==> src/hdl/sps_params.svh <==
// Register offsets, field positions, reset values and frame length of the serial port
`ifndef SPS_PARAMS_SVH
`define SPS_PARAMS_SVH
`define SPS_OFS_CTRL1      12'h000
`define SPS_OFS_CTRL2      12'h004
`define SPS_OFS_RATE       12'h008
`define SPS_OFS_STATUS     12'h00C
`define SPS_OFS_DATA       12'h010
`define SPS_OFS_STOP       12'h014
`define SPS_C1_ENABLE      6
`define SPS_C1_MASTER      4
`define SPS_C1_IDLE        3
`define SPS_C1_PHASE       2
`define SPS_C1_SELOE       1
`define SPS_C1_ORDER       0
`define SPS_C2_MFEN        4
`define SPS_C2_SHOE        3
`define SPS_C2_SWIRE       0
`define SPS_ST_RXFULL      7
`define SPS_ST_MFAULT      4
`define SPS_ST_TXEMPTY     5
`define SPS_CTRL1_RST      8'h04
`define SPS_CTRL2_RST      8'h00
`define SPS_RATE_RST       8'h00
`define SPS_BITS           4'h8
`endif

==> src/hdl/sps_pkg.sv <==
// Types shared by the serial port design
package sps_pkg;
	typedef enum logic [1:0] {SPS_IDLE, SPS_SHIFT, SPS_DONE} sps_state_t;
	// Pin pair (output and enable) for a two-way pin
	typedef struct packed {
		logic o;
		logic oe;
	} sps_pin_t;
	// Configuration decoded from the control registers
	typedef struct packed {
		logic en;
		logic master;
		logic idle;
		logic phase;
		logic seloe;
		logic lsb;
		logic mfen;
		logic shoe;
		logic swire;
	} sps_cfg_t;
endpackage

==> src/hdl/sps_port.sv <==
// Byte-wide serial port, master or slave, with an AHB-Lite register slave
`timescale 1ns/1ps
`default_nettype none
`include "sps_params.svh"
module sps_port
	import sps_pkg::*;
(
	// Clock and reset
	input  wire logic        clk_sys,
	input  wire logic        resetn,
	// AHB-Lite slave
	input  wire logic        hsel,
	input  wire logic [11:0] haddr,
	input  wire logic [1:0]  htrans,
	input  wire logic        hwrite,
	input  wire logic [2:0]  hsize,
	input  wire logic [31:0] hwdata,
	input  wire logic        hready,
	output logic      [31:0] hrdata,
	output logic             hreadyout,
	output logic             hresp,
	// Low-power control
	input  wire logic        stop_req,
	input  wire logic        deep_stop_wake,
	// Serial pins, each input, output and enable
	input  wire logic        sck_i,
	output logic             sck_o,
	output logic             sck_oe,
	input  wire logic        mosi_i,
	output logic             mosi_o,
	output logic             mosi_oe,
	input  wire logic        miso_i,
	output logic             miso_o,
	output logic             miso_oe,
	input  wire logic        ss_n_i,
	output logic             ss_n_o,
	output logic             ss_n_oe
);
	logic       rst_m_q, rst_n_q;
	logic [7:0] ctrl1_q, ctrl2_q, rate_q;
	logic [7:0] txbuf_q, rxbuf_q, shift_q;
	logic       txempty_q, rxfull_q, fault_q;
	logic       wr_q, rd_ph_q;
	logic [11:0] a_q;
	sps_state_t st_q;
	logic [3:0] cnt_q;
	logic       half_q, sck_q;
	logic [2:0] pre_q;
	logic [7:0] div_q;
	logic       tick;
	logic       sck_d1_q, ss_d1_q;
	logic       run;
	sps_cfg_t   cfg;
	logic       acc, wr_data, rd_data;
	logic       in_bit, out_bit, sck_lead, sck_trail;
	logic       slv_sel, lead_edge, trail_edge;
	logic       in_q;
	logic [7:0] shift_in, rx_next;

	// Reset release through two flops
	always_ff @(posedge clk_sys or negedge resetn) begin
		if (!resetn) begin
			rst_m_q <= 1'b0;
			rst_n_q <= 1'b0;
		end else begin
			rst_m_q <= 1'b1;
			rst_n_q <= rst_m_q;
		end
	end

	// Configuration decode; stop makes the module inactive
	assign run = ctrl1_q[`SPS_C1_ENABLE] & ~stop_req;
	assign cfg = '{en: run, master: ctrl1_q[`SPS_C1_MASTER], idle: ctrl1_q[`SPS_C1_IDLE],
		phase: ctrl1_q[`SPS_C1_PHASE], seloe: ctrl1_q[`SPS_C1_SELOE],
		lsb: ctrl1_q[`SPS_C1_ORDER], mfen: ctrl2_q[`SPS_C2_MFEN],
		shoe: ctrl2_q[`SPS_C2_SHOE], swire: ctrl2_q[`SPS_C2_SWIRE]};

	// Bus address phase capture; zero wait states
	assign acc = hsel & hready & htrans[1];
	always_ff @(posedge clk_sys or negedge rst_n_q) begin
		if (!rst_n_q) begin
			wr_q    <= 1'b0;
			rd_ph_q <= 1'b0;
			a_q     <= 12'h000;
		end else begin
			wr_q    <= acc & hwrite;
			rd_ph_q <= acc & ~hwrite;
			a_q     <= acc ? haddr : a_q;
		end
	end
	assign hreadyout = 1'b1;
	assign hresp     = 1'b0;
	assign wr_data   = wr_q && a_q == `SPS_OFS_DATA;
	assign rd_data   = rd_ph_q && a_q == `SPS_OFS_DATA;

	// Read mux, unmapped reads return zero
	always_comb begin
		hrdata = 32'h0000_0000;
		if (rd_ph_q) begin
			case (a_q)
				`SPS_OFS_CTRL1:  hrdata = {24'h00_0000, ctrl1_q};
				`SPS_OFS_CTRL2:  hrdata = {24'h00_0000, ctrl2_q};
				`SPS_OFS_RATE:   hrdata = {24'h00_0000, rate_q};
				`SPS_OFS_STATUS: hrdata = {24'h00_0000, rxfull_q, 1'b0, txempty_q,
					fault_q, 4'h0};
				`SPS_OFS_DATA:   hrdata = {24'h00_0000, rxbuf_q};
				default:         hrdata = 32'h0000_0000;
			endcase
		end
	end

	// Control registers; deep-stop wake forces reset state
	always_ff @(posedge clk_sys or negedge rst_n_q) begin
		if (!rst_n_q) begin
			ctrl1_q <= `SPS_CTRL1_RST;
			ctrl2_q <= `SPS_CTRL2_RST;
			rate_q  <= `SPS_RATE_RST;
		end else if (deep_stop_wake) begin
			ctrl1_q <= `SPS_CTRL1_RST;
			ctrl2_q <= `SPS_CTRL2_RST;
			rate_q  <= `SPS_RATE_RST;
		end else if (wr_q && !stop_req) begin
			if (a_q == `SPS_OFS_CTRL1) ctrl1_q <= hwdata[7:0] & 8'h5F;
			if (a_q == `SPS_OFS_CTRL2) ctrl2_q <= hwdata[7:0] & 8'h19;
			if (a_q == `SPS_OFS_RATE)  rate_q  <= hwdata[7:0] & 8'h77;
		end
	end

	// Bit-rate divider: prescale 1..8 then 2..256
	always_ff @(posedge clk_sys or negedge rst_n_q) begin
		if (!rst_n_q) begin
			pre_q <= 3'h0;
			div_q <= 8'h00;
		end else if (!run || st_q != SPS_SHIFT || !cfg.master) begin
			pre_q <= 3'h0;
			div_q <= 8'h00;
		end else if (pre_q == rate_q[6:4]) begin
			pre_q <= 3'h0;
			div_q <= div_q + 8'h01;
		end else begin
			pre_q <= pre_q + 3'h1;
		end
	end
	// Half-period tick: rate n divides by 2^(n+1), half period 2^n prescaled ticks
	assign tick = (pre_q == rate_q[6:4]) &&
		((div_q & ((8'h01 << rate_q[2:0]) - 8'h01)) == ((8'h01 << rate_q[2:0]) - 8'h01));

	// Slave clock and select sampling
	always_ff @(posedge clk_sys or negedge rst_n_q) begin
		if (!rst_n_q) begin
			sck_d1_q <= 1'b0;
			ss_d1_q  <= 1'b1;
		end else begin
			sck_d1_q <= sck_i;
			ss_d1_q  <= ss_n_i;
		end
	end
	assign slv_sel    = run & ~cfg.master & ~ss_n_i;
	assign sck_lead   = (sck_i ^ cfg.idle) & ~(sck_d1_q ^ cfg.idle);
	assign sck_trail  = ~(sck_i ^ cfg.idle) & (sck_d1_q ^ cfg.idle);
	// Sample on first edge when phase 0, second when phase 1
	assign lead_edge  = cfg.master ? (tick & ~half_q) : (slv_sel & sck_lead);
	assign trail_edge = cfg.master ? (tick & half_q) : (slv_sel & sck_trail);

	// Shifter input pin: shared line in single-wire mode
	always_comb begin
		if (cfg.master)
			in_bit = miso_i;
		else
			in_bit = mosi_i;
		if (cfg.swire)
			in_bit = cfg.master ? mosi_i : miso_i;
	end
	assign out_bit = cfg.lsb ? shift_q[0] : shift_q[7];
	// Shifter advance with the held sample; output moves only on the shift edge
	assign shift_in = cfg.lsb ? {in_q, shift_q[7:1]} : {shift_q[6:0], in_q};
	// Phase 1 still owes the last held sample when the frame ends
	assign rx_next  = cfg.phase ? shift_in : shift_q;

	// Transfer engine, buffers and flags
	always_ff @(posedge clk_sys or negedge rst_n_q) begin
		if (!rst_n_q) begin
			st_q      <= SPS_IDLE;
			shift_q   <= 8'h00;
			txbuf_q   <= 8'h00;
			rxbuf_q   <= 8'h00;
			txempty_q <= 1'b1;
			rxfull_q  <= 1'b0;
			cnt_q     <= 4'h0;
			half_q    <= 1'b0;
			sck_q     <= 1'b0;
			in_q      <= 1'b0;
		end else if (!ctrl1_q[`SPS_C1_ENABLE] || deep_stop_wake) begin
			st_q      <= SPS_IDLE;
			shift_q   <= 8'h00;
			txbuf_q   <= 8'h00;
			rxbuf_q   <= 8'h00;
			txempty_q <= 1'b1;
			rxfull_q  <= 1'b0;
			cnt_q     <= 4'h0;
			half_q    <= 1'b0;
			sck_q     <= 1'b0;
		end else if (!stop_req) begin
			if (wr_data) begin
				txbuf_q   <= hwdata[7:0];
				txempty_q <= 1'b0;
			end
			// Read of data clears full, new byte wins over the clear
			if (rd_data) rxfull_q <= 1'b0;
			case (st_q)
				SPS_IDLE: begin
					cnt_q  <= 4'h0;
					half_q <= 1'b0;
					sck_q  <= 1'b0;
					// Master starts only with a queued byte; slave loads on select
					if ((cfg.master && !txempty_q) || (!cfg.master && slv_sel)) begin
						shift_q   <= txbuf_q;
						txempty_q <= wr_data ? 1'b0 : 1'b1;
						st_q      <= SPS_SHIFT;
					end
				end
				SPS_SHIFT: begin
					if (!cfg.master && ss_n_i) begin
						st_q <= SPS_IDLE;
					end else if (lead_edge) begin
						half_q <= 1'b1;
						sck_q  <= 1'b1;
						if (cfg.phase) begin
							// Phase 1 shifts out at leading edges after the first
							if (cnt_q != 4'h0) shift_q <= shift_in;
						end else begin
							in_q <= in_bit;
						end
					end else if (trail_edge) begin
						half_q <= 1'b0;
						sck_q  <= 1'b0;
						cnt_q  <= cnt_q + 4'h1;
						// Phase 0 shifts on trailing edges so data is stable at sampling
						if (cfg.phase)
							in_q <= in_bit;
						else
							shift_q <= shift_in;
						if (cnt_q == `SPS_BITS - 4'h1) st_q <= SPS_DONE;
					end
				end
				SPS_DONE: begin
					// Phase 1 takes its last bit on the final trailing edge
					rxbuf_q  <= rx_next;
					rxfull_q <= 1'b1;
					st_q     <= SPS_IDLE;
				end
				default: st_q <= SPS_IDLE;
			endcase
		end
	end

	// Mode fault: select pulled low while master with fault input
	always_ff @(posedge clk_sys or negedge rst_n_q) begin
		if (!rst_n_q)
			fault_q <= 1'b0;
		else if (!run)
			fault_q <= 1'b0;
		else if (cfg.master && cfg.mfen && !cfg.seloe && !ss_d1_q)
			fault_q <= 1'b1;
		else if (rd_ph_q && a_q == `SPS_OFS_STATUS)
			fault_q <= 1'b0;
	end

	// Pin routing; disabled releases every pin
	always_comb begin
		sck_o   = 1'b0;
		sck_oe  = 1'b0;
		mosi_o  = 1'b0;
		mosi_oe = 1'b0;
		miso_o  = 1'b0;
		miso_oe = 1'b0;
		ss_n_o  = 1'b1;
		ss_n_oe = 1'b0;
		if (run) begin
			if (cfg.master) begin
				sck_o  = sck_q ^ cfg.idle;
				sck_oe = 1'b1;
				mosi_o = out_bit;
				mosi_oe = cfg.swire ? cfg.shoe : 1'b1;
				ss_n_o  = (st_q == SPS_IDLE);
				ss_n_oe = cfg.mfen & cfg.seloe;
			end else begin
				miso_o  = out_bit;
				miso_oe = (cfg.swire ? cfg.shoe : 1'b1) & ~ss_n_i;
			end
		end
	end

	// Checks
	a_idle_level: assert property (@(posedge clk_sys) disable iff (!rst_n_q)
		(run && cfg.master && st_q == SPS_IDLE) |-> sck_o == cfg.idle)
		else $error("clock not at idle level");
	a_release_off: assert property (@(posedge clk_sys) disable iff (!rst_n_q)
		!run |-> !(sck_oe || mosi_oe || miso_oe || ss_n_oe))
		else $error("pin driven while disabled");
	a_slave_no_sck: assert property (@(posedge clk_sys) disable iff (!rst_n_q)
		(run && !cfg.master) |-> !sck_oe)
		else $error("slave drives clock");
	a_ss_gpio: assert property (@(posedge clk_sys) disable iff (!rst_n_q)
		(cfg.master && !cfg.mfen) |-> !ss_n_oe)
		else $error("select pin driven");
	a_disable_clear: assert property (@(posedge clk_sys) disable iff (!rst_n_q)
		!ctrl1_q[`SPS_C1_ENABLE] |=> (txempty_q && !rxfull_q && st_q == SPS_IDLE))
		else $error("disable left state");
	a_rx_copy: assert property (@(posedge clk_sys) disable iff (!rst_n_q)
		(st_q == SPS_DONE && run) |=> (rxfull_q && rxbuf_q == $past(rx_next)))
		else $error("receive byte not copied");
	a_tx_load: assert property (@(posedge clk_sys) disable iff (!rst_n_q)
		(st_q == SPS_IDLE && run && cfg.master && !txempty_q)
		|=> (st_q == SPS_SHIFT && shift_q == $past(txbuf_q)))
		else $error("transmit byte not loaded");
	a_swire_pin: assert property (@(posedge clk_sys) disable iff (!rst_n_q)
		(run && cfg.swire && cfg.master) |-> (!miso_oe && mosi_oe == cfg.shoe))
		else $error("shared line direction wrong");
endmodule
`default_nettype wire

==> config.mk <==
export PLATFORM = sky130hd
export DESIGN_NAME = sps_port
export DESIGN_NICKNAME = d
export VERILOG_FILES = /design/src/hdl/sps_pkg.sv /design/src/hdl/sps_port.sv
export VERILOG_INCLUDE_DIRS = /design/src /design/src/hdl
export SDC_FILE = /design/constraint.sdc
export NUM_CORES = 1
export LEC_CHECK = 0
export ABC_AREA = 0
export BUFFER_PORTS_ARGS = -buffer_cell sky130_fd_sc_hd__buf_2
export CORE_UTILIZATION = 54
export DETAILED_ROUTE_END_ITERATION = 8
export PLACE_DENSITY = 0.8
export SETUP_SLACK_MARGIN = 0.4
export SYNTH_ARGS = -nofsm -noshare
export SYNTH_HDL_FRONTEND = slang
export SYNTH_SLANG_ARGS = --single-unit
==> constraint.sdc <==
create_clock -name clk_sys -period 3.2 [get_ports clk_sys]
set_input_delay 0.32 -clock clk_sys [delete_from_list [all_inputs] [get_ports clk_sys]]
set_output_delay 0.32 -clock clk_sys [all_outputs]
set_load 0.005 [all_outputs]
== Yosys cells after proc, flatten, opt, wreduce, memory -nomap -nowiden ==
Cells that the tools add are included.
Storage, ports and cells
  register bits: 88
  input bits: 60
  logic and storage cells: 219
Cells by class
  $add $sub $neg: 4
  eq/ne operators: 24
  shifts and indexed selects: 1
  muxes and demuxes: 93
  bitwise operators: 28
  reductions and logical operators: 47
Operators with widths (number)
  two-way mux 8 bit: 29
  two-way mux 1 bit: 45
  case mux 8 bit (5 select lines): 1
  != test 4 bit, second input constant: 7
  == test 12 x 4 -> 1 bit, second input constant: 2
  two-way mux 4 bit: 5
  nonzero test 2 bit: 9
  case mux 8 bit (2 select lines): 1
  AND 1 bit: 15
  two-way mux 2 bit: 7
  == test 12 x 3 -> 1 bit, second input constant: 1
  == test 12 x 5 -> 1 bit, second input constant: 1
  zero test 12 bit: 1
  != test 3 bit, second input constant: 4
  AND reduction 2 bit: 6
  logical AND 1 bit: 11
  AND reduction 5 bit: 2
  inverter 1 bit: 9
  adder 8 x 1 -> 8 bit, second input constant: 1
  AND 8 bit: 1
  == test 8 bit: 1
  case mux 4 bit (2 select lines): 1
  AND reduction 8 bit: 1
  left shift 1 x 3 -> 8 bit, first input constant: 1
  other kinds (21): 35

== Depth between registers and ports, before layout ==
Gate-level depths: netlist of run 1.
  word-level depth: 13
  depth in mapped cells: 9

== Worst setup path before layout of run 1 ==
OpenSTA, ideal clock, no wires.
  path kind: register to register
  from: register pre_q[2]
  to: register shift_q[0]
  library setup time: 0.125 ns
  data arrival time: 2.423 ns
  data required time: 3.075 ns
  setup slack: 0.652 ns
  stages on the path, launching flop included: 8
  buffers on the path: 0
  path through: dfrtp_1 xor2_1 nor3_4 nand3_4 o31ai_4 xor2_2 a221oi_4 mux2_4
On the way
  longest elaborated chain between the ends: 9
RTL lines
  start, declared: RTL line sps_port.sv:48  | logic [2:0] pre_q;
  start signal, assigned: RTL line sps_port.sv:141  | pre_q <= pre_q + 3'h1;
  == test 3 bit (*): RTL line sps_port.sv:145  | assign tick = (pre_q == rate_q[6:4]) &&
  logical AND 1 bit (*): RTL line sps_port.sv:145
  AND 1 bit: RTL line sps_port.sv:162  | assign lead_edge = cfg.master ? (tick & ~half_q) : (slv_sel & sck_lead);
  two-way mux 1 bit: RTL line sps_port.sv:162
  two-way mux 8 bit: RTL line sps_port.sv:225  | end else if (lead_edge) begin
  two-way mux 8 bit: RTL line sps_port.sv:223  | if (!cfg.master && ss_n_i) begin
  case mux 8 bit (2 select lines): RTL line sps_port.sv:210  | case (st_q)
  two-way mux 8 bit: RTL line sps_port.sv:203  | end else if (!stop_req) begin
  two-way mux 8 bit: RTL line sps_port.sv:193  | end else if (!ctrl1_q[`SPS_C1_ENABLE] || deep_stop_wake) begin
  end signal, assigned: RTL line sps_port.sv:217  | shift_q <= txbuf_q;
  end signal, assigned: RTL line sps_port.sv:230  | if (cnt_q != 4'h0) shift_q <= shift_in;
  end signal, assigned: RTL line sps_port.sv:242  | shift_q <= shift_in;
  end, declared: RTL line sps_port.sv:41  | logic [7:0] txbuf_q, rxbuf_q, shift_q;
Every way passes the cells marked *; elsewhere a longest branch is shown, timed or not. The select of a mux whose other input is x is not followed.
A chain may end at the register's enable or synchronous reset.

== Worst setup path after layout of run 1 ==
  from: register a_q[8]
  to: output port hrdata[5]
On the way
  longest elaborated chain between the ends: 3
RTL lines
  start, declared: RTL line sps_port.sv:44  | logic [11:0] a_q;
  start signal, assigned: RTL line sps_port.sv:88  | a_q <= acc ? haddr : a_q;
  == test 12 x 5 -> 1 bit (tied with other cells): RTL line sps_port.sv:100  | case (a_q)
  case mux 8 bit (5 select lines) (*): RTL line sps_port.sv:100
  two-way mux 8 bit (*): RTL line sps_port.sv:99  | if (rd_ph_q) begin
  end, declared: RTL line sps_port.sv:19  | output logic [31:0] hrdata,
Every way passes the cells marked *; elsewhere a longest branch is shown, timed or not.

==> results of run 1 <==
cell families after synthesis:
kind of cell               count (synthesis)  share of synthesized area
muxes                                     38                      0.100
AOI/OAI and AO/OA                         88                      0.139
DFF                                       78                      0.449
xor gates and xnor gates                  15                     0.0319
buffers and inverters                     57                     0.0767
and+or+nand+nor                          169                      0.189
adders and majority gates                  4                     0.0115
other                                      2                    0.00173
registers in the layout (all words and copies together) (netlist names), 2 cells and up:
register  flops
ctrl2_q       3
ctrl1_q       6
rxbuf_q       8
pre_q         3
cnt_q         4
a_q          12
shift_q       8
div_q         7
rate_q        6
txbuf_q       8
st_q          2
report_power, final:
part | switching, W | leakage [nW] | internal [W]
logic | 0.0000548 | 0.968 | 0.0000542
registers | 0.0000379 | 1.05 | 0.00102
clock network | 0.000380 | 0.0849 | 0.000305
synth_stat cells (all sizes together) (6+ instances only):
master / instances
inv: 8
dfrtp: 75
nand2b: 7
mux2: 21
xor2: 11
nor2b: 8
a211oi: 17
nand2: 36
mux2i: 17
o21ai: 13
a22oi: 6
clkbuf: 11
a21oi: 35
nor2: 60
nand3: 28
nor3: 6
buf: 38
critical path: stages (launching register included):
cell and delay (ns):
dfrtp_1 0.38, or4_4 0.55, nor4_4 0.17, nor2b_4 0.20
and4b_2 0.31, buf_4 0.14, buf_6 0.11, a22oi_2 0.09
a21oi_2 0.18, buf_2 0.14
through the flow:
step / total power (W) / setup slack [ns]
6_report: 0.00185 / 0.269
5_1_grt: 0.00192 / 0.174
4_1_cts: 0.00186 / 0.384
3_5_place_dp: 0.00117 / 0.374
3_3_place_gp: 0.00116 / 0.428
2_1_floorplan: 0.00114 / 0.652
cell type report:
class | instances | area (um^2)
fillers | 650 | 2880
multi-input cells | 341 | 2210
repair buffers | 63 | 378
clock inverters | 6 | 45.0
clock buffers | 10 | 138
inverters | 8 | 30.0
flip-flops and latches | 78 | 1960
well taps | 102 | 128
repair_timing:
| action | 4_1_cts | 5_1_grt |
|---|---|---|
| setup buffers | 3 | 4 |
| hold endpoints to repair | 2 | 0 |
| pin swaps | 1 | 3 |
| resized for setup | 9 | 7 |
| endpoints found under the setup margin | 8 | 8 |
| hold buffers | 1 | 0 |
worst max path at each step:
stage | slack [ns] | from | endpoint
2_1_floorplan | 0.65 | pre_q[2] | shift_q[0]
3_3_place_gp | 0.43 | a_q[8] | hrdata[0]
3_5_place_dp | 0.37 | a_q[8] | hrdata[7]
4_1_cts | 0.38 | a_q[8] | hrdata[0]
5_1_grt | 0.17 | a_q[8] | hrdata[5]
6_report | 0.27 | a_q[8] | hrdata[5]
metal layers:
metal,routed length [um],global-route usage,up-vias
met5,0,0,-
met4,222,0.0833,0
met3,774,0.0498,21
met2,4750,0.403,164
met1,4120,0.330,1721
li1,-,-,1631
==> results.md, run 1 <==
* Status: complete, no violations
* Area leader, netlist: dfrtp_1
* Final number of hold-violating endpoints at 0
* Final period util at 0.916
* # IOs at 102
* Syn avg cell area at 9.65 um^2
* GP Congestion at 0.901
* Yosys top cell area share at 0.431
* TritonCTS Sinks at 78
* Average wire per standard cell at 16.2 um
* CTS tree: done
* Worst Tran Pin Value at 0.787 ns
* Final TNS setup at 0 ns
* Non-filler cells, final at 608
* Max Root-Sink Buffers at 2
* Worst Path Required at 2.88 ns
* TritonCTS Buffers at 9
* Dpl hpwl at 6940 um
* Clk pin slew, worst setup/hold paths at 0.08 ns
* Synth Cell Area at 0.00435 mm^2
* Skew final at 0.0125 ns
* Register-to-Register Path Depth at 7
* Floorplan core area at 0.00777 mm^2
* Final core occ at 0.629
* Startpoint types: register
* Dpl cells at 584
* DR DRC count at 0
* Clk_lat worst skew at 0.36 ns
* Critical path class: reg2out
* Distinct cells, synth at 55
* Die Y at 91.8 um
* Max Slew Vio Count at 0
* Initial antenna violation count at 0
* Unrepaired setup endpoints after global routing: true
* 1st-iter DRT viols at 289
* Post-synth ARST share at 1.00
* Final nets at 565
* Min-Delay Endpoint: ss_d1_q
* Yosys warning total at 0
* Synth Register Bits at 78
* Most used DFF post-synth: dfrtp_1
* First-pass GRT wire length at 16100 um
* EDFF count, synth at 0
* I/O Buffers at 47
* Area delta synth->final at 12.2%
* Leakage power at 2.10 nW
* Hold WC Path Type: in2reg
* Pwr dens at 379 mW/mm^2
* Tmin final at 2.93 ns
* Maxcap violations at 0
* Worst reg2reg path endpoint: shift_q[1]
* Root Driver: clkbuf_8
* FF-to-FF Start: rate_q[1]
* FP Rows at 32
* Drt first pass iters at 6
* Most frequent cells in the layout: 74 x dfrtp_1, 60 x nor2_1, 47 x buf_2
* Reg2reg setup slack at 0.54 ns
* Hold Path Cell Cnt at 1
* Die width at 91.8 um
* Synth area leaders: dfrtp_1 43%, nor2_1 5.2%, buf_4 4.8%
* Register area share after synthesis at 0.449
* WL final at 9870 um
* Vias per cell at 5.82
* Post-Syn Instances at 451
* Max transition margin at 0.475
* Commonest non-fill, non-tap cell in the layout: dfrtp_1
* Initial Utilization at 0.560
* N_diodes at 0
* FMAX at 341 MHz
* Total congestion overflow at 0
* Die Footprint at 0.00842 mm^2
* H-tree depth at 3
* Hold slack at 0.0793 ns
* Final setup violation count at 0
* Worst vdd ir at 0.287 mV
* Vias in the first global route at 3276
* Area after DPL at 0.00458 mm^2
* Setup crit end kind: output pin
* Gr usage total at 0.247
* Worst hold start: ss_n_i
* Final instance area at 0.00488 mm^2
* Critical Path AT at 2.61 ns
* Critical path fanouts, max at 5
* Layout cells sized above 1 at 0.249
* Vias at 3537
* Largest net degree at the start of global routing at 43
* Post-detailed-route count of antenna-violating nets at 0
Power figures use the tool's default switching activity.
==> inputs of run 2 (changes only) <==
--- a/config.mk
+++ b/config.mk
@@ -6,7 +6,7 @@
 export SDC_FILE = /design/constraint.sdc
 export NUM_CORES = 1
 export LEC_CHECK = 0
-export ABC_AREA = 0
+export ABC_AREA = 1
 export BUFFER_PORTS_ARGS = -buffer_cell sky130_fd_sc_hd__buf_2
 export CORE_UTILIZATION = 54
 export DETAILED_ROUTE_END_ITERATION = 8
==> run 2 against run 1 <==
Net effect: maximum frequency up 15%; critical path type unchanged; clock-buffer cell count down 1; sequential share of layout area down 0.082 points; cell count up 16%; wire length up 3.6%.
==> results.md, run 2 <==
* Top-count cell post-synth: nand2_1 (was dfrtp_1)
* Leakage power at 2.26 nW (was 2.10 nW)
* Initial antenna violation count at 0 (unchanged)
* Critical Path AT at 2.23 ns (was 2.61 ns)
* Final period util at 0.795 (was 0.916)
* Yosys warning total at 0 (unchanged)
* Largest register FFs at 12 (unchanged)
* Worst Path Required at 2.88 ns (about the same)
* Die Footprint at 0.00863 mm^2 (was 0.00842 mm^2)
* GP Congestion at 0.894 (was 0.901)
* Hold WC Path Type: in2reg (unchanged)
* EDFF count, synth at 0 (unchanged)
* Drt first pass iters at 5 (was 6)
* Register area share after synthesis at 0.438 (was 0.449)
* Area leader, netlist: dfrtp_1 (unchanged)
* Die width at 92.9 um (was 91.8 um)
* Floorplan core area at 0.00785 mm^2 (was 0.00777 mm^2)
* Filler Cells Inserted at 692 (was 650)
* Vias in the first global route at 3564 (was 3276)
* H-tree depth at 3 (unchanged)
* Final worst setup slack at 0.655 ns (was 0.269 ns)
* Layout cells sized above 1 at 0.208 (was 0.249)
* Syn avg cell area at 8.10 um^2 (was 9.65 um^2)
* TritonCTS Buffers at 9 (unchanged)
* CTS tree: done (unchanged)
* Vias at 3892 (was 3537)
* Dpl hpwl at 7610 um (was 6940 um)
* FMAX at 393 MHz (was 341 MHz)
* Critical path fanouts, max at 11 (was 5)
* Final core occ at 0.624 (was 0.629)
* Total congestion overflow at 0 (unchanged)
* Worst reg2reg path endpoint: shift_q[4] (was shift_q[1])
* Final nets at 664 (was 565)
* Worst vdd ir at 0.317 mV (was 0.287 mV)
* Hold slack at 0.0855 ns (was 0.0793 ns)
* Post-CTS Resized at 0 (was 9)
* First-pass GRT wire length at 17100 um (was 16100 um)
* WL final at 10200 um (was 9870 um)
* Clk_lat worst skew at 0.37 ns (was 0.36 ns)
* Area delta synth->final at 9.70% (was 12.2%)
* Largest net degree at the start of global routing at 44 (was 43)
* Pwr dens at 408 mW/mm^2 (was 379 mW/mm^2)
* TritonCTS Sinks at 78 (unchanged)
* Status: complete, no violations (unchanged)
* FP Rows at 32 (unchanged)
* Min-Delay Endpoint: ss_d1_q (unchanged)
* Reg2reg setup slack at 1.21 ns (was 0.54 ns)
* Commonest non-fill, non-tap cell in the layout: nand2_1 (was dfrtp_1)
* Synth area leaders: dfrtp_1 42%, nand2_1 8.1%, inv_1 5.6% (was dfrtp_1 43%, nor2_1 5.2%, buf_4 4.8%)
* N_diodes at 0 (unchanged)
* Critical path class: reg2out (unchanged)
* Register-to-Register Path Depth at 10 (was 7)
* Clk pin slew, worst setup/hold paths at 0.09 ns (was 0.08 ns)
* Most frequent cells in the layout: 96 x nand2_1, 74 x dfrtp_1, 67 x inv_1 (was 74 x dfrtp_1, 60 x nor2_1, 47 x buf_2)
* Tmin final at 2.55 ns (was 2.93 ns)
* Worst hold start: ss_n_i (unchanged)
* Final TNS setup at 0 ns (unchanged)
* Unrepaired setup endpoints after global routing: false (was true)
* Most used DFF post-synth: dfrtp_1 (unchanged)
* Distinct cells, synth at 44 (was 55)
* Post-CTS setup buffer count at 0 (was 3)
* Final number of hold-violating endpoints at 0 (unchanged)
* FF-to-FF Start: ctrl1_q[6] (was rate_q[1])
* Synth Register Bits at 78 (unchanged)
* Die Y at 92.9 um (was 91.8 um)
* DR DRC count at 0 (unchanged)
* Vias per cell at 5.50 (was 5.82)
* Post-synth ARST share at 1.00 (unchanged)
* # IOs at 102 (unchanged)
* Most flops, register: a_q (unchanged)
* Max transition margin at 0.369 (was 0.475)
* Post-detailed-route count of antenna-violating nets at 0 (unchanged)
* Yosys top cell area share at 0.421 (was 0.431)
* Worst Tran Pin Value at 0.946 ns (was 0.787 ns)
* Startpoint types: register (unchanged)
* Dpl ws at 1.07 ns (was 0.374 ns)
* Setup crit end kind: output pin (unchanged)
* Root Driver: clkbuf_8 (unchanged)
* Average wire per standard cell at 14.5 um (was 16.2 um)
* Maxcap violations at 0 (unchanged)
* Max Slew Vio Count at 0 (unchanged)
* Synth Cell Area at 0.00446 mm^2 (was 0.00435 mm^2)
* Final setup violation count at 0 (unchanged)
* Gr usage total at 0.258 (was 0.247)
* I/O Buffers at 47 (unchanged)
* Post-Syn Instances at 551 (was 451)
* Most frequent cells after synthesis: 96 x nand2_1, 75 x dfrtp_1, 67 x inv_1 (was 75 x dfrtp_1, 60 x nor2_1, 36 x nand2_1)
* 1st-iter DRT viols at 322 (was 289)
* Max Root-Sink Buffers at 2 (unchanged)
* Initial Utilization at 0.569 (was 0.560)
* Skew final at 0.0119 ns (was 0.0125 ns)
* Hold Path Cell Cnt at 1 (unchanged)
==> run 2: cell count changes in the layout (fill, tap and decap cells not counted), sizes merged, moves of 8 or more <==
cell   previous run  this run
a21oi            35        22
buf              62        49
inv               9        84
mux2             21        11
mux2i            17         0
nand2            36       105
nor2b             8         0
o21ai            13        60
xor2             11         1
==> run 2: metal layers <==
layer	wire length [um]	GRT usage	part of all wire
met1	4480	0.363	0.44
met3	833	0.0443	0.081
met5	0	0	0
met2	4670	0.395	0.46
met4	244	0.108	0.024
==> run 2: layout make-up <==
type	count	area [um^2]	area share
multi-input combinational	379	2030	0.415
sequential	78	1960	0.400
inverter	82	313	0.0639
timing repair buffer	50	260	0.0532
tap	102	128	0.0261
clock buffer	9	124	0.0253
clock inverter	7	82.6	0.0169
==> run 2: how the worst max path moves through the flow <==
stage             from        end  slack [ns]  cells past startpoint
2_1_floorplan  rst_n_q     a_q[0]        0.87                      0
3_3_place_gp    a_q[9]  hrdata[7]        1.08                      8
3_5_place_dp    a_q[9]  hrdata[7]        1.07                      8
4_1_cts         a_q[9]  hrdata[7]        0.64                      8
5_1_grt         a_q[9]  hrdata[7]        0.47                      8
6_report        a_q[9]  hrdata[7]        0.65                      8
==> run 2: worst max-delay path: stages (launching register included) <==
cell and delay (ns):
dfrtp_1 0.38, nor2_1 0.10, nand2_1 0.09, nor4_1 0.25, nand3_2 0.31, nand3_1 0.18
o21ai_2 0.15, o32ai_1 0.20, buf_2 0.18
==> run 2: kinds of logic (layout without fill, tap and decap cells) <==
family / after synthesis / count (layout) / share of synthesized area
XOR/XNOR: 7 / 7 / 0.0137
multiplexers: 11 / 11 / 0.0278
adder cells (fa/ha/maj): 4 / 4 / 0.0112
other: 2 / 27 / 0.00168
flip-flops: 78 / 78 / 0.438
AO/OA/AOI/OAI: 110 / 110 / 0.146
buffers and inverters: 119 / 148 / 0.128
AND/OR/NAND/NOR: 220 / 220 / 0.234
==> run 2: timing repair <==
| item | CTS | global route |
|---|---|---|
| hold buffers | 1 | 0 |
| hold endpoints to repair | 2 | 0 |
| setup endpoints to repair | 0 | 0 |
==> run 2: per-stage QoR <==
step	power, W	cells	cell area, um^2
after floorplan	0.00120	576	4560
after global placement	0.00123	690	4680
after global routing	0.00207	707	4890
after detailed placement	0.00124	690	4680
final	0.00200	707	4890
after CTS	0.00200	707	4890
==> run 2: report_power, final <==
part           internal (W)  switching, W  total, W
clock network      0.000371      0.000406  0.000776
registers           0.00103     0.0000407   0.00107
logic             0.0000609     0.0000936  0.000155
total               0.00146      0.000540   0.00200
==> inputs of run 3 (changes only) <==
--- a/config.mk
+++ b/config.mk
@@ -6,7 +6,7 @@
 export SDC_FILE = /design/constraint.sdc
 export NUM_CORES = 1
 export LEC_CHECK = 0
-export ABC_AREA = 1
+export ABC_AREA = 0
 export BUFFER_PORTS_ARGS = -buffer_cell sky130_fd_sc_hd__buf_2
 export CORE_UTILIZATION = 54
 export DETAILED_ROUTE_END_ITERATION = 8
==> constraint.sdc (replaced) <==
create_clock -name clk_sys -period 2.53 [get_ports clk_sys]
set_input_delay 0.253 -clock clk_sys [delete_from_list [all_inputs] [get_ports clk_sys]]
set_output_delay 0.253 -clock clk_sys [all_outputs]
set_load 0.005 [all_outputs]
==> run 3 against run 2 <==
Net effect: the run now ends with negative setup slack left; global-route usage grew 1.0 points; die area shrank 2.4%; non-clock buffer count grew 37; clock power grew 16%; worst hold slack lost 0.069 ns; critical path type unchanged; largest cell class unchanged; highest routed layer unchanged.
==> results.md, run 3 (synthesized netlist as in run 1, its figures left out) <==
* Post-detailed-route count of antenna-violating nets at 0 (unchanged)
* Clk_lat worst skew at 0.36 ns (was 0.37 ns)
* Status: complete, but fails checks (was complete, no violations)
* Worst Path Required at 2.28 ns (was 2.88 ns)
* Die Footprint at 0.00842 mm^2 (was 0.00863 mm^2)
* Skew final at 0.0118 ns (was 0.0119 ns)
* Root Driver: clkbuf_8 (unchanged)
* Critical path fanouts, max at 4 (was 11)
* Floorplan core area at 0.00777 mm^2 (was 0.00785 mm^2)
* Min-Delay Endpoint: sck_d1_q (was ss_d1_q)
* Max transition margin at 0.508 (was 0.369)
* Reg2reg setup slack at 0.06 ns (was 1.21 ns)
* Final setup violation count at 8 (was 0)
* Dpl hpwl at 7400 um (was 7610 um)
* Pwr dens at 449 mW/mm^2 (was 408 mW/mm^2)
* Area delta synth->final at 21.5% (was 9.70%)
* I/O Buffers at 47 (unchanged)
* Global route hottest layer: met2 (unchanged)
* Final worst setup slack at -0.263 ns (was 0.655 ns)
* Largest register FFs at 12 (unchanged)
* WL final at 11000 um (was 10200 um)
* Final number of hold-violating endpoints at 0 (unchanged)
* Setup crit end kind: output pin (unchanged)
* CTS tree: done (unchanged)
* Register-to-Register Path Depth at 11 (was 10)
* DR DRC count at 0 (unchanged)
* Grt met1 use at 0.354 (was 0.363)
* Total congestion overflow at 0 (unchanged)
* Clk pin slew, worst setup/hold paths at 0.09 ns (about the same)
* Most frequent cells in the layout: 74 x dfrtp_1, 59 x nor2_1, 47 x buf_2 (was 96 x nand2_1, 74 x dfrtp_1, 67 x inv_1)
* Met3 Use GR at 0.0672 (was 0.0443)
* Clock power share at 0.378 (was 0.388)
* Die Y at 91.8 um (was 92.9 um)
* Drt first pass iters at 5 (unchanged)
* Sw frac at 0.270 (about the same)
* 1st-iter DRT viols at 374 (was 322)
* Final nets at 589 (was 664)
* Max Slew Vio Count at 0 (unchanged)
* Vias in the first global route at 3518 (was 3564)
* Maxcap violations at 0 (unchanged)
* GP Congestion at 0.936 (was 0.894)
* Layout cells sized above 1 at 0.338 (was 0.208)
* Startpoint types: register (unchanged)
* Vias at 3692 (was 3892)
* Worst hold start: sck_i (was ss_n_i)
* Leakage power at 2.28 nW (was 2.26 nW)
* Worst vdd ir at 0.344 mV (was 0.317 mV)
* Worst reg2reg path endpoint: rxfull_q (was shift_q[4])
* Initial antenna violation count at 0 (unchanged)
* Tmin final at 2.79 ns
* FP Rows at 32 (unchanged)
* FMAX at 358 MHz
* # IOs at 102 (unchanged)
* M2 GR Usage at 0.432 (was 0.395)
* Seq pwr share at 0.562 (was 0.534)
* Die width at 91.8 um (was 92.9 um)
* TritonCTS Buffers at 9 (unchanged)
* Hold Path Cell Cnt at 1 (unchanged)
* Critical Path AT at 2.54 ns (was 2.23 ns)
* Final TNS setup at -1.87 ns (was 0 ns)
* Average wire per standard cell at 17.3 um (was 14.5 um)
* Critical path class: reg2out (unchanged)
* Filler Cells Inserted at 591 (was 692)
* Unrepaired setup endpoints after global routing: true (was false)
* Psw at 0.000641 W (was 0.000540 W)
* Largest net degree at the start of global routing at 44 (unchanged)
* Hold WC Path Type: in2reg (unchanged)
* Vias per cell at 5.84 (was 5.50)
* Initial Utilization at 0.560 (was 0.569)
* First-pass GRT wire length at 17400 um (was 17100 um)
* Gr usage total at 0.268 (was 0.258)
* Hold slack at 0.0166 ns (was 0.0855 ns)
* Max Root-Sink Buffers at 2 (unchanged)
* Comb pwr share at 0.060 (was 0.077)
* Commonest non-fill, non-tap cell in the layout: dfrtp_1 (was nand2_1)
* Final period util at 1.10
* Cell internal pwr at 0.00173 W (was 0.00146 W)
* TritonCTS Sinks at 78 (unchanged)
* Worst Tran Pin Value at 0.738 ns (was 0.946 ns)
* H-tree depth at 3 (unchanged)
* FF-to-FF Start: a_q[5] (was ctrl1_q[6])
* N_diodes at 0 (unchanged)
* Most flops, register: a_q (unchanged)
* Failing checks: negative setup slack
## run 3: changes by cell type in the layout (fill, tap and decap cells not counted), moves of 7 or more
cell / change
buf_4: +24
mux2i_1: +17
buf_6: +8
o21ai_0: -43
mux2_4: +8
a21oi_2: +10
nand2_1: -62
a211oi_1: +7
nand3_1: -7
inv_1: -59
inv_2: -13
xor2_1: +7
## run 3: worst max path at each step
stage	startpoint	to	slack [ns]
3_5_place_dp	a_q[8]	hrdata[7]	0.05
5_1_grt	a_q[5]	hrdata[4]	-0.37
4_1_cts	a_q[8]	hrdata[2]	-0.31
3_3_place_gp	a_q[8]	hrdata[7]	0.09
6_report	a_q[5]	hrdata[2]	-0.26
2_1_floorplan	pre_q[1]	shift_q[0]	-0.02
## run 3: worst max-delay path, stage by stage (launching register included)
cell and delay (ns):
dfrtp_1 0.38, or4_4 0.54, nor4_4 0.19, nor2b_4 0.21, and4b_2 0.29, buf_4 0.16, a222oi_1 0.11, nor2_1 0.17
buf_2 0.14
## run 3: power groups by stage
stage,clock network (W),registers [W],logic (W)
4_1_cts,0.000917,0.00133,0.000138
5_1_grt,0.000961,0.00134,0.000157
2_1_floorplan,0,0.00135,0.000100
6_report,0.000899,0.00133,0.000142
3_3_place_gp,0,0.00135,0.000126
3_5_place_dp,0,0.00135,0.000131
## run 3: what timing repair did
item,in CTS,in global routing
pin swaps,9,29
setup buffers,5,12
gates cloned,2,0
endpoints found under the hold margin,3,0
gates resized for setup,19,37
setup endpoints to repair,34,45
hold buffers,2,0
## run 3: cell type report
class / instances / area, um^2 / share of cell area
sequential: 78 / 1960 / 0.370
clock inverter: 7 / 63.8 / 0.0121
multi-input combinational: 341 / 2370 / 0.447
clock buffer: 9 / 124 / 0.0234
tap: 102 / 128 / 0.0241
timing repair buffer: 87 / 621 / 0.117
inverter: 8 / 30.0 / 0.00568
## run 3: layer usage
layer	vias to the layer above	part of all wire
li1	1673	-
met1	1788	0.41
met2	200	0.49
met3	31	0.083
met4	0	0.023
met5	-	0
## run 3: through the flow
stage	utilization	cell area, um^2	instances	worst slack (ns)	power, W
finish	0.681	5290	632	-0.263	0.00237
global route	0.681	5290	632	-0.365	0.00246
CTS	0.650	5050	620	-0.308	0.00239
detailed placement	0.608	4720	595	0.0489	0.00148
global placement	0.608	4720	595	0.0922	0.00147
floorplan	-	4480	476	-0.0174	0.00145
